## config.mk

```make
export PLATFORM = sky130hd
export DESIGN_NAME = lcd_panel_timing
export DESIGN_NICKNAME = d
export VERILOG_FILES = /design/src/lcd_panel_timing.v
export VERILOG_INCLUDE_DIRS = /design/src /design/src/src
export SDC_FILE = /design/constraint.sdc
export NUM_CORES = 1
export LEC_CHECK = 0
export BUFFER_PORTS_ARGS = -buffer_cell sky130_fd_sc_hd__buf_2
export CAP_MARGIN = 20
export CORE_UTILIZATION = 40
export CTS_CLUSTER_DIAMETER = 200
export DETAILED_ROUTE_END_ITERATION = 12
export HOLD_SLACK_MARGIN = 0.08
export PLACE_DENSITY = 0.65
export SYNTH_ARGS = -nofsm -noshare
export SYNTH_HDL_FRONTEND = slang
export SYNTH_SLANG_ARGS = --single-unit
```

## constraint.sdc

```tcl
create_clock -name i_ref_clk -period 5.6 [get_ports i_ref_clk]
set_input_delay 0.28 -clock i_ref_clk [delete_from_list [all_inputs] [get_ports i_ref_clk]]
set_output_delay 0.28 -clock i_ref_clk [all_outputs]
set_load 0.03 [all_outputs]
```

## src/lcd_timing_consts.vh

```
// Constants for the LCD panel timing, power and contrast block
`ifndef LCD_TIMING_CONSTS_VH
`define LCD_TIMING_CONSTS_VH

// APB byte offsets
`define OFS_FIRST_CTRL    12'h000
`define OFS_SECOND_CTRL   12'h004
`define OFS_VERT_TIMING   12'h008
`define OFS_HORIZ_TIMING  12'h00C
`define OFS_FRAME_SIZE    12'h010
`define OFS_PANEL_POWER   12'h014
`define OFS_CONTRAST_CTRL 12'h018
`define OFS_CONTRAST_CMP  12'h01C

// First control: divider [8:0], skip bit 12, line counter [31:21]
`define FC_DIV_LSB     0
`define FC_DIV_MSB     8
`define FC_SKIP_BIT    12
`define FC_LCNT_LSB    21
// Second control: panel type [1:0], clock mode bit 15, polarities [12:8]
`define SC_TYPE_LSB    0
`define SC_TYPE_MSB    1
`define SC_CLKMODE_BIT 15
`define SC_POL_LSB     8
`define SC_POL_MSB     12
`define PT_TFT         2'h2
// Polarity bit positions inside the 5-bit polarity field
`define POL_DATA_BIT   0
`define POL_LINE_BIT   1
`define POL_FRAME_BIT  2
`define POL_VALID_BIT  3
`define POL_CLK_BIT    4
// Vertical timing: frame back porch [7:0], frame sync width [13:8],
// start-to-sync delay [31:24]
`define VT_FBP_LSB     0
`define VT_FSW_LSB     8
`define VT_DLY_LSB     24
// Horizontal timing: back porch [7:0], sync width [13:8], front porch [31:21]
`define HT_BP_LSB      0
`define HT_SW_LSB      8
`define HT_FP_LSB      21
// Horizontal timing also carries the frame front porch in [20:16]
`define HT_FFP_LSB     16
// Frame size: vertical size [10:0], horizontal size [31:21]
`define FS_V_LSB       0
`define FS_H_LSB       21
// Panel power: enable bit 0, guard frames [7:1]
`define PP_EN_BIT      0
`define PP_GUARD_LSB   1
`define PP_GUARD_MSB   7
`define PP_RESET       32'h0000000E
// Contrast control: prescale [1:0], level select bit 2, enable bit 3
`define CC_PS_LSB      0
`define CC_PS_MSB      1
`define CC_LEVEL_BIT   2
`define CC_EN_BIT      3
`define CC_RESET       32'h00000000
`define CMP_RESET      32'h00000000

`endif

```

## src/lcd_panel_timing.v

```verilog
// LCD panel timing generator with power sequencing and contrast PWM
//
// Added by the designer: the placing of the registers and register access over APB.
`timescale 1ns/10ps
`include "lcd_timing_consts.vh"

module lcd_panel_timing #(
    parameter DATA_W = 24
) (
    input  wire              i_ref_clk,
    input  wire              i_rst,
    input  wire              i_psel,
    input  wire              i_penable,
    input  wire              i_pwrite,
    input  wire [11:0]       i_paddr,
    input  wire [31:0]       i_pwdata,
    input  wire [DATA_W-1:0] i_pixel_data,
    output reg  [31:0]       o_prdata,
    output reg               o_pready,
    output reg               o_pslverr,
    output reg               o_pixel_clock_out,
    output reg               o_data_valid_out,
    output reg               o_line_sync_out,
    output reg               o_frame_sync_out,
    output reg  [DATA_W-1:0] o_pixel_data_bus,
    output reg               o_panel_power,
    output reg               o_contrast_out
);

    // Phase states of one line
    localparam [4:0] PH_DLY  = 5'h01;
    localparam [4:0] PH_SYNC = 5'h02;
    localparam [4:0] PH_BP   = 5'h04;
    localparam [4:0] PH_ACT  = 5'h08;
    localparam [4:0] PH_FP   = 5'h10;

    reg  [31:0] first_ctrl;
    reg  [31:0] second_ctrl;
    reg  [31:0] vert_timing;
    reg  [31:0] horiz_timing;
    reg  [31:0] frame_size;
    reg  [31:0] panel_power;
    reg  [31:0] contrast_ctrl;
    reg  [31:0] contrast_cmp;
    reg  [10:0] line_counter;
    reg  [31:0] next_rdata;
    reg         addr_ok;

    wire        access     = i_psel & i_penable & o_pready;
    wire        wr         = access & i_pwrite;
    wire [8:0]  div        = first_ctrl[`FC_DIV_MSB:`FC_DIV_LSB];
    wire        skip       = first_ctrl[`FC_SKIP_BIT];
    wire        is_tft     = (second_ctrl[`SC_TYPE_MSB:`SC_TYPE_LSB] == `PT_TFT);
    wire        clk_cont   = second_ctrl[`SC_CLKMODE_BIT];
    wire [4:0]  contrast_level_select        = second_ctrl[`SC_POL_MSB:`SC_POL_LSB];
    wire [7:0]  st_dly     = vert_timing[`VT_DLY_LSB +: 8];
    wire [5:0]  fsw        = vert_timing[`VT_FSW_LSB +: 6];
    wire [7:0]  fbp        = vert_timing[`VT_FBP_LSB +: 8];
    wire [7:0]  line_back_porch        = horiz_timing[`HT_BP_LSB +: 8];
    wire [5:0]  hsw        = horiz_timing[`HT_SW_LSB +: 6];
    wire [10:0] line_front_porch        = horiz_timing[`HT_FP_LSB +: 11];
    wire [4:0]  ffp        = horiz_timing[`HT_FFP_LSB +: 5];
    wire [10:0] vsize      = frame_size[`FS_V_LSB +: 11];
    wire [10:0] hsize      = frame_size[`FS_H_LSB +: 11];

    // APB decode; every register answers in the access cycle, no wait states
    always @* begin
        addr_ok    = 1'b1;
        next_rdata = 32'h00000000;
        case (i_paddr)
            `OFS_FIRST_CTRL:    next_rdata = {line_counter, first_ctrl[20:0]};
            `OFS_SECOND_CTRL:   next_rdata = second_ctrl;
            `OFS_VERT_TIMING:   next_rdata = vert_timing;
            `OFS_HORIZ_TIMING:  next_rdata = horiz_timing;
            `OFS_FRAME_SIZE:    next_rdata = frame_size;
            `OFS_PANEL_POWER:   next_rdata = panel_power;
            `OFS_CONTRAST_CTRL: next_rdata = contrast_ctrl;
            `OFS_CONTRAST_CMP:  next_rdata = contrast_cmp;
            default:            addr_ok = 1'b0;
        endcase
    end

    // Ready is registered from setup so the access phase completes at its first edge
    always @(posedge i_ref_clk) begin
        if (i_rst) begin
            o_pready      <= 1'b0;
            o_prdata      <= 32'h00000000;
            o_pslverr     <= 1'b0;
            first_ctrl    <= 32'h00000000;
            second_ctrl   <= 32'h00000000;
            vert_timing   <= 32'h00000000;
            horiz_timing  <= 32'h00000000;
            frame_size    <= 32'h00000000;
            panel_power   <= `PP_RESET;
            contrast_ctrl <= `CC_RESET;
            contrast_cmp  <= `CMP_RESET;
        end else begin
            o_pready  <= i_psel & ~i_penable;
            o_pslverr <= i_psel & ~i_penable & ~addr_ok;
            if (i_psel & ~i_penable) begin
                o_prdata <= i_pwrite ? 32'h00000000 : next_rdata;
            end
            if (wr & addr_ok) begin
                case (i_paddr)
                    `OFS_FIRST_CTRL:    first_ctrl    <= {11'h000, i_pwdata[20:0]};
                    `OFS_SECOND_CTRL:   second_ctrl   <= i_pwdata;
                    `OFS_VERT_TIMING:   vert_timing   <= i_pwdata;
                    `OFS_HORIZ_TIMING:  horiz_timing  <= i_pwdata;
                    `OFS_FRAME_SIZE:    frame_size    <= i_pwdata;
                    `OFS_PANEL_POWER:   panel_power   <= {24'h000000, i_pwdata[7:0]};
                    `OFS_CONTRAST_CTRL: contrast_ctrl <= i_pwdata;
                    `OFS_CONTRAST_CMP:  contrast_cmp  <= {24'h000000, i_pwdata[7:0]};
                    default:            first_ctrl    <= first_ctrl;
                endcase
            end
        end
    end

    // Pixel clock divider: one tick per pixel period, half-period toggles.
    // Divider 0 is treated like 1 so the clock never stops.
    reg  [8:0] div_cnt;
    reg        pclk_int;
    reg        tick;
    wire [8:0] div_eff = (div == 9'h000) ? 9'h001 : div;
    always @(posedge i_ref_clk) begin
        if (i_rst) begin
            div_cnt  <= 9'h000;
            pclk_int <= 1'b0;
            tick     <= 1'b0;
        end else if (skip) begin
            div_cnt  <= 9'h000;
            pclk_int <= ~pclk_int;
            tick     <= 1'b1;
        end else if (div_cnt == div_eff - 9'h001) begin
            div_cnt  <= 9'h000;
            pclk_int <= ~pclk_int;
            tick     <= pclk_int; // Period is twice the divider
        end else begin
            div_cnt  <= div_cnt + 9'h001;
            tick     <= 1'b0;
        end
    end

    // Line and frame sequencer, advanced once per pixel period
    reg [4:0]  phase;
    reg [10:0] ph_cnt;
    reg [11:0] line_idx;
    wire [11:0] frame_lines = {4'h0, fbp} + {1'b0, vsize} + {7'h00, ffp} + 12'h001;
    wire        line_end    = (phase == PH_FP) && (ph_cnt == line_front_porch + 11'h001);
    wire [11:0] act_first   = {4'h0, fbp};
    wire        line_active = (line_idx >= act_first) &&
                              (line_idx <= act_first + {1'b0, vsize});
    always @(posedge i_ref_clk) begin
        if (i_rst) begin
            phase    <= PH_DLY;
            ph_cnt   <= 11'h000;
            line_idx <= 12'h000;
        end else if (tick & o_panel_power) begin
            ph_cnt <= ph_cnt + 11'h001;
            case (phase)
                PH_DLY: if (ph_cnt == {3'h0, st_dly}) begin
                    phase  <= PH_SYNC;
                    ph_cnt <= 11'h000;
                end
                PH_SYNC: if (ph_cnt == {5'h00, hsw}) begin
                    phase  <= PH_BP;
                    ph_cnt <= 11'h000;
                end
                PH_BP: if (ph_cnt == {3'h0, line_back_porch}) begin
                    phase  <= PH_ACT;
                    ph_cnt <= 11'h000;
                end
                PH_ACT: if (ph_cnt == hsize) begin
                    phase  <= PH_FP;
                    ph_cnt <= 11'h000;
                end
                PH_FP: if (line_end) begin
                    phase    <= PH_DLY;
                    ph_cnt   <= 11'h000;
                    line_idx <= (line_idx + 12'h001 >= frame_lines) ? 12'h000
                                : line_idx + 12'h001;
                end
                default: begin
                    phase  <= PH_DLY;
                    ph_cnt <= 11'h000;
                end
            endcase
        end else if (~o_panel_power) begin
            phase    <= PH_DLY;
            ph_cnt   <= 11'h000;
            line_idx <= 12'h000;
        end
    end

    // Output stage; each output flopped, polarity applied last
    wire act_now  = (phase == PH_ACT) && line_active && o_panel_power;
    wire fs_raw   = is_tft ? (line_idx <= {6'h00, fsw})
                           : (line_idx == 12'h000);
    wire clk_run  = clk_cont | act_now;
    reg  hs_prev;
    always @(posedge i_ref_clk) begin
        if (i_rst) begin
            o_pixel_clock_out <= 1'b0;
            o_data_valid_out  <= 1'b0;
            o_line_sync_out   <= 1'b0;
            o_frame_sync_out  <= 1'b0;
            o_pixel_data_bus  <= {DATA_W{1'b0}};
            hs_prev           <= 1'b0;
            line_counter      <= 11'h000;
        end else begin
            o_pixel_clock_out <= (pclk_int & clk_run & o_panel_power) ^ contrast_level_select[`POL_CLK_BIT];
            o_data_valid_out  <= act_now ^ contrast_level_select[`POL_VALID_BIT];
            o_line_sync_out   <= ((phase == PH_SYNC) & o_panel_power)
                                 ^ contrast_level_select[`POL_LINE_BIT];
            o_frame_sync_out  <= (fs_raw & o_panel_power) ^ contrast_level_select[`POL_FRAME_BIT];
            o_pixel_data_bus  <= act_now ? (i_pixel_data ^ {DATA_W{contrast_level_select[`POL_DATA_BIT]}})
                                         : {DATA_W{contrast_level_select[`POL_DATA_BIT]}};
            hs_prev           <= (phase == PH_SYNC);
            // Reload at frame start so the count runs down through the frame
            if (line_end && line_idx + 12'h001 >= frame_lines) begin
                line_counter <= vsize;
            end else if (hs_prev && phase != PH_SYNC) begin
                line_counter <= line_counter - 11'h001;
            end
        end
    end

    // Power sequencing: count guard frames after each write of the power bit.
    // A guard of zero still waits one frame; software must not rely on it.
    reg        pwr_pend;
    reg [6:0]  guard_cnt;
    reg [15:0] frame_tick_div;
    wire       pwr_wr   = wr && (i_paddr == `OFS_PANEL_POWER);
    wire       frm_tick = o_panel_power ? (line_end & tick & (line_idx + 12'h001 >= frame_lines))
                                        : (tick && frame_tick_div == 16'h0000);
    always @(posedge i_ref_clk) begin
        if (i_rst) begin
            pwr_pend       <= 1'b0;
            guard_cnt      <= 7'h00;
            o_panel_power  <= 1'b0;
            frame_tick_div <= 16'h0000;
        end else begin
            // While powered down frames are estimated from a fixed pixel count
            if (tick) begin
                frame_tick_div <= frame_tick_div + 16'h0001;
            end
            if (pwr_wr) begin
                pwr_pend  <= 1'b1;
                guard_cnt <= i_pwdata[`PP_GUARD_MSB:`PP_GUARD_LSB];
            end else if (pwr_pend && frm_tick) begin
                if (guard_cnt <= 7'h01) begin
                    pwr_pend      <= 1'b0;
                    o_panel_power <= panel_power[`PP_EN_BIT];
                end else begin
                    guard_cnt <= guard_cnt - 7'h01;
                end
            end
        end
    end

    // Contrast PWM with four prescale rates
    reg  [7:0] pre_cnt;
    reg  [7:0] pwm_cnt;
    reg        pre_hit;
    wire [1:0] ps = contrast_ctrl[`CC_PS_MSB:`CC_PS_LSB];
    always @* begin
        case (ps)
            2'h0:    pre_hit = 1'b1;
            2'h1:    pre_hit = (pre_cnt[0] == 1'b1);
            2'h2:    pre_hit = (pre_cnt[1:0] == 2'h3);
            default: pre_hit = (pre_cnt[2:0] == 3'h7);
        endcase
    end
    always @(posedge i_ref_clk) begin
        if (i_rst) begin
            pre_cnt        <= 8'h00;
            pwm_cnt        <= 8'h00;
            o_contrast_out <= 1'b0;
        end else begin
            pre_cnt <= pre_cnt + 8'h01;
            if (pre_hit) begin
                pwm_cnt <= pwm_cnt + 8'h01; // 256-step period
            end
            if (~contrast_ctrl[`CC_EN_BIT]) begin
                o_contrast_out <= 1'b0;
            end else if (pwm_cnt < contrast_cmp[7:0]) begin
                o_contrast_out <= contrast_ctrl[`CC_LEVEL_BIT];
            end else begin
                o_contrast_out <= ~contrast_ctrl[`CC_LEVEL_BIT];
            end
        end
    end

endmodule

```

==> impl_metrics.json, run 1 <==
{
  "max-cap-violations": 0,
  "synth-edff-count": 0,
  "vdd_drop_max_uv": 210,
  "tightestPinTransition_ps": 1000,
  "root_buffer": "clkbuf_16",
  "p_leak_nw": 7.70,
  "stdcell_count": 2897,
  "antenna_found_initial": 0,
  "crit_chain": "ha_1, fa_1, a21o_1, a21oi_1, o21bai_1, a2111oi_0, or3_1, xor2_1, ha_1, nand3_1, a2bb2oi_2, nor3_1, a311o_1, a221oi_2, o2111ai_4, buf_4, or3_1, a21oi_1",
  "post_cts_resize_count": 0,
  "power_density_nw_per_um2": 262,
  "synth_warnings": 0,
  "critPathMaxStageDelay_ps": 420,
  "clockBufferDepth": 3,
  "syn_inst": 2177,
  "dp_cells": 2772,
  "die_y_um": 211,
  "fin_skew_ps": 13.7,
  "finalHoldViolations": 0,
  "fill_cells": 4228,
  "total_power_mw": 5.37,
  "dp_hpwl_mm": 35.9,
  "place_congestion": 0.953,
  "fin_crit_ps": 5050,
  "synth_seq_cells": 347,
  "synthDistinctLibCells": 81,
  "routedWlPerCell_um": 18.7,
  "syn-cell-area_um2": 17500,
  "fin_tns_setup_ps": 0,
  "die_area_um2": 44700,
  "syn_area_per_cell_um2": 8.05,
  "vias": 16283,
  "drt_iter0_markers": 1543,
  "drcViolationCount": 0,
  "io_buffers": 136,
  "vias_per_cell": 5.62,
  "htreeDepth": 2,
  "ys_async_sr_fraction_pct": 0,
  "timing.hold.ws_ps": 101,
  "crit_required_ps": 6090,
  "cts_inserted_buffers": 40,
  "dp_slack_ps": 591,
  "layout-drive-gt1-share_pct": 12.4,
  "diodes": 0,
  "cts_sinks": 347,
  "slowest_stage": "a2111oi_0",
  "critPathKind": "flip-flop to flip-flop",
  "rows": 76,
  "critical-path-top-delay-family": "compound AO/OA/AOI/OAI gates",
  "drt.antenna.violating_nets": 0,
  "grt_max_degree": 207,
  "cp-start-kind": "flip-flop",
  "gr-total-overflow": 0,
  "post_cts_buffers": 0,
  "slew_viol_final": 0,
  "cp.arrival_ps": 5550,
  "fp.coreArea_um2": 43200,
  "syn_to_final_growth_pct": 16.7,
  "max_slew_margin_pct": 33.2,
  "wirelength_mm": 54.2,
  "setup-violations-final": 0,
  "synthFlopType": "dfxtp_1",
  "pin_count": 137,
  "grt_setup_unrepaired": "no",
  "min_period_over_period_pct": 90.2,
  "regArea_um2": 6950,
  "clk_pin_slew_worst_paths_ps": 60,
  "cp-end-kind": "flip-flop",
  "multi_input_area_um2": 9700,
  "nets": 2426,
  "hp-class": "input port to flip-flop",
  "cts_tree": "done",
  "critPathBufInv": 1,
  "status": "complete, no violations",
  "fmax_mhz": 198,
  "clk_latency_ps": 570,
  "syn_nets": 2323,
  "ys_seq_area_share_pct": 39.6,
  "crit_fanout": 28,
  "grt_pass1_wl_mm": 84.6,
  "firstDrtPassIters": 7,
  "finalWorstSetupSlack_ps": 549,
  "grt_usage_pct": 24.0,
  "dieWidth_um": 211,
  "grt_pass1_vias": 15437,
  "initial_utilization_pct": 40.6
}
==> kinds of logic after synthesis <==
kind of cell	after synthesis	synth area share (%)
DFF	347	39.6
muxes	69	3.98
buffers and inverters	234	5.37
adders and majority gates	73	5.30
xor gates and xnor gates	127	6.34
and+or+nand+nor	841	22.0
AOI/OAI and AO/OA	486	17.4
==> cell usage in the layout, fill, tap and decap left out, types with 8 or more instances in the layout <==
cell,netlist,layout
a21o_1,9,9
a21oi_1,295,295
a222oi_1,51,51
a22oi_1,12,12
a31oi_1,15,15
and2_1,9,8
and3_1,26,26
buf_2,20,135
buf_4,8,22
clkbuf_16,0,41
clkbuf_8,0,10
clkinv_2,0,11
dfxtp_1,347,347
dlygate4sd3_1,0,51
ha_1,71,71
inv_1,84,84
mux2i_1,64,64
nand2_1,446,446
nand2b_1,12,12
nand3_1,43,43
nand3b_1,11,11
nand4_1,24,24
nor2_1,149,148
nor2b_1,11,11
nor3_1,31,30
nor3_2,18,19
nor4_1,16,16
o21ai_0,37,37
or3_1,9,8
xnor2_1,55,55
xor2_1,72,72
==> worst min-delay path, cell delays in order <==
cell     delay [ps]
buf_2           190
nand2_1          90
a21oi_1          50
==> final timing paths <==
kind	start	endpoint	slack [ps]	cells after the start
setup / recovery	vert_timing[0]	o_data_valid_out	550	18
hold / removal	i_pwdata[7]	contrast_ctrl[7]	100	3
setup reg to reg	vert_timing[0]	o_data_valid_out	550	18
hold reg to reg	pre_cnt[0]	pre_cnt[0]	450	1
==> Yosys cell counts, types with 11 or more instances <==
master / instances / area share (%)
nand2_1: 446 / 9.5
dfxtp_1: 347 / 40
a21oi_1: 295 / 8.4
nor2_1: 149 / 3.2
clkbuf_1: 118 / 2.5
inv_1: 84 / 1.8
xor2_1: 72 / 3.6
ha_1: 71 / 5.1
mux2i_1: 64 / 3.7
xnor2_1: 55 / 2.7
a222oi_1: 51 / 2.9
nand3_1: 43 / 1.2
o21ai_0: 37 / 1.1
nor3_1: 31 / 0.89
and3_1: 26 / 0.93
nand4_1: 24 / 0.86
buf_2: 20 / 0.57
nor3_2: 18 / 1.0
nor4_1: 16 / 0.57
a31oi_1: 15 / 0.54
a22oi_1: 12 / 0.51
nand2b_1: 12 / 0.43
nand3b_1: 11 / 0.47
nor2b_1: 11 / 0.39
==> cell type report <==
class                           instances  share of cell area (%)
Clock buffer                           55                    5.76
Sequential cell                       347                    34.0
Inverter                               85                    1.56
Tap cell                              585                    3.58
Multi-Input combinational cell       1596                    47.4
Clock inverter                         19                   0.954
Timing Repair Buffer                  210                    6.78
==> per-layer routing <==
| metal | wire (um) | GRT usage, % | up-vias |
|---|---|---|---|
| met3 | 4150 | 3.78 | 109 |
| met5 | 0 | 0 | - |
| met4 | 1820 | 9.75 | 0 |
| met1 | 23500 | 32.2 | 7752 |
| li1 | - | - | 7759 |
| met2 | 24800 | 38.5 | 663 |
==> state kept, by name, summed over array words and instances (netlist names), 12 cells and up <==
name              count
horiz_timing         32
frame_size           32
first_ctrl           21
frame_tick_div       16
o_pixel_data_bus     24
vert_timing          32
o_prdata             32
line_idx             12
contrast_ctrl        32
second_ctrl          32
==> per-stage QoR <==
stage	utilization (%)	cell area, um2
floorplan	-	17500
global placement	43.0	18600
detailed placement	43.0	18600
CTS	47.4	20500
global route	47.4	20500
finish	47.4	20500
==> report_power, final <==
group          internal [mW]  total (mW)  leakage, nW  switching (mW)
logic                 0.0638       0.172         4.21           0.108
clock network           1.62        2.71        0.688            1.09
registers               2.47        2.48         2.80         0.00618
total                   4.16        5.37         7.70            1.21
==> repair_timing <==
action	CTS	global route
hold buffers	51	0
endpoints found under the hold margin	172	0
setup endpoints to repair	0	0
Note: power is estimated with default switching activity, not from simulation.
==> inputs of run 2 (changes only) <==
==> constraint.sdc (replaced) <==
create_clock -name i_ref_clk -period 5.6 [get_ports i_ref_clk]
set_input_delay 0.56 -clock i_ref_clk [delete_from_list [all_inputs] [get_ports i_ref_clk]]
set_output_delay 0.56 -clock i_ref_clk [all_outputs]
set_load 0.03 [all_outputs]
==> impl_metrics.json, run 2 (synthesis gave the netlist of run 1 again) <==
{
  "status": "complete, no violations",
  "max-cap-violations": 0,
  "stdcell_count": 2846,
  "fin_skew_ps": 15.9,
  "min_period_over_period_pct": 92.1,
  "initial_utilization_pct": 40.6,
  "critPathMaxStageDelay_ps": 460,
  "slowest_stage": "a2111oi_0",
  "max_slew_margin_pct": 35.0,
  "io_buffers": 136,
  "post_cts_resize_count": 0,
  "dp_cells": 2772,
  "hp-class": "input port to flip-flop",
  "vdd_drop_max_uv": 314,
  "vias": 16002,
  "wirelength_mm": 53.9,
  "routedWlPerCell_um": 18.9,
  "slew_viol_final": 0,
  "rows": 76,
  "final_util_pct": 46.2,
  "fmax_mhz": 194,
  "fill_cells": 4266,
  "grt_pass1_vias": 15020,
  "grt_pass1_wl_mm": 83.6,
  "cp.arrival_ps": 5620,
  "cts_sinks": 347,
  "vias_per_cell": 5.62,
  "post_cts_buffers": 0,
  "crit_required_ps": 6060,
  "antenna_found_initial": 4,
  "finalHoldViolations": 0,
  "layout_common_cells": "nand2_1, dfxtp_1, a21oi_1, nor2_1, buf_2",
  "die_area_um2": 44700,
  "fp.coreArea_um2": 43200,
  "setup-violations-final": 0,
  "total_power_mw": 5.33,
  "drcViolationCount": 0,
  "clockBufferDepth": 3,
  "met3_wirelength_mm": 4.75,
  "grt_max_degree": 207,
  "cts_tree": "done",
  "grt_usage_pct": 23.8,
  "dp_slack_ps": 524,
  "dr_wl_met2_mm": 24.3,
  "crit_fanout": 28,
  "place_congestion": 0.949,
  "drt-met1-wl_mm": 22.9,
  "finalWorstSetupSlack_ps": 440,
  "die_y_um": 211,
  "fin_tns_setup_ps": 0,
  "syn_to_final_growth_pct": 13.7,
  "power_density_nw_per_um2": 268,
  "highest_layer": "met5",
  "final_area_um2": 19900,
  "firstDrtPassIters": 7,
  "placed_cell_area_um2": 18600,
  "clk_pin_slew_worst_paths_ps": 60,
  "layout-drive-gt1-share_pct": 12.4,
  "postCtsHoldBufs": 0,
  "pin_count": 137,
  "fin_crit_ps": 5160,
  "drt.antenna.violating_nets": 0,
  "root_buffer": "clkbuf_16",
  "dieWidth_um": 211,
  "dp_hpwl_mm": 36.1,
  "timing.hold.ws_ps": 280,
  "nets": 2375,
  "gr-total-overflow": 0,
  "cp-start-kind": "flip-flop",
  "grt_setup_unrepaired": "no",
  "final_common_cell": "nand2_1",
  "critPathKind": "flip-flop to flip-flop",
  "drt_iter0_markers": 1557,
  "crit_chain": "ha_1, fa_1, a21o_1, a21oi_1, o21bai_1, a2111oi_0, or3_1, xor2_1, ha_1, nand3_1, a2bb2oi_2, nor3_1, a311o_1, a221oi_2, o2111ai_4, buf_4, nor3_1, mux2i_1",
  "tightestPinTransition_ps": 975,
  "cp-end-kind": "flip-flop",
  "p_leak_nw": 7.47,
  "clk_latency_ps": 570,
  "htreeDepth": 2,
  "cts_inserted_buffers": 40
}
run 2: area by class of cell:
| cell class | instances | area, um2 | share of cell area [%] |
|---|---|---|---|
| multi-input cells | 1596 | 9700 | 48.6 |
| flip-flops and latches | 347 | 6950 | 34.8 |
| clock buffers | 60 | 1220 | 6.11 |
| repair buffers | 159 | 876 | 4.39 |
| well taps | 585 | 732 | 3.67 |
| inverters | 85 | 319 | 1.60 |
| clock inverters | 11 | 141 | 0.709 |
| diodes | 3 | 7.51 | 0.0377 |
run 2: per-layer routing:
layer  global-route usage (%)  up-vias
met1                     31.8     7543
met2                     37.3      677
met4                     9.87        2
met3                     5.03      131
li1                         -     7649
met5                        0        -
run 2: path summary, 6_finish.rpt:
path / startpoint / endpoint / slack [ps] / depth (start not counted)
max: vert_timing[0] / o_pixel_data_bus[6] / 440 / 18
min: i_pwdata[24] / frame_size[24] / 280 / 3
max reg2reg: vert_timing[0] / o_pixel_data_bus[6] / 440 / 18
min reg2reg: pre_cnt[0] / pre_cnt[0] / 450 / 1
run 2: power by group:
group	leakage, nW	total (mW)	internal [mW]	switching (mW)
combinational	4.00	0.142	0.0406	0.101
sequential	2.80	2.48	2.47	0.00604
clock	0.675	2.71	1.64	1.07
run 2: critical path: cells and delay by family (launching register included):
| kind | cells | cell delay, ps |
|---|---|---|
| xor gates and xnor gates | 1 | 310 |
| AOI/OAI and AO/OA | 8 | 2130 |
| DFF | 1 | 340 |
| buffers and inverters | 1 | 300 |
| adders and majority gates | 3 | 990 |
| and+or+nand+nor | 4 | 700 |
| muxes | 1 | 240 |
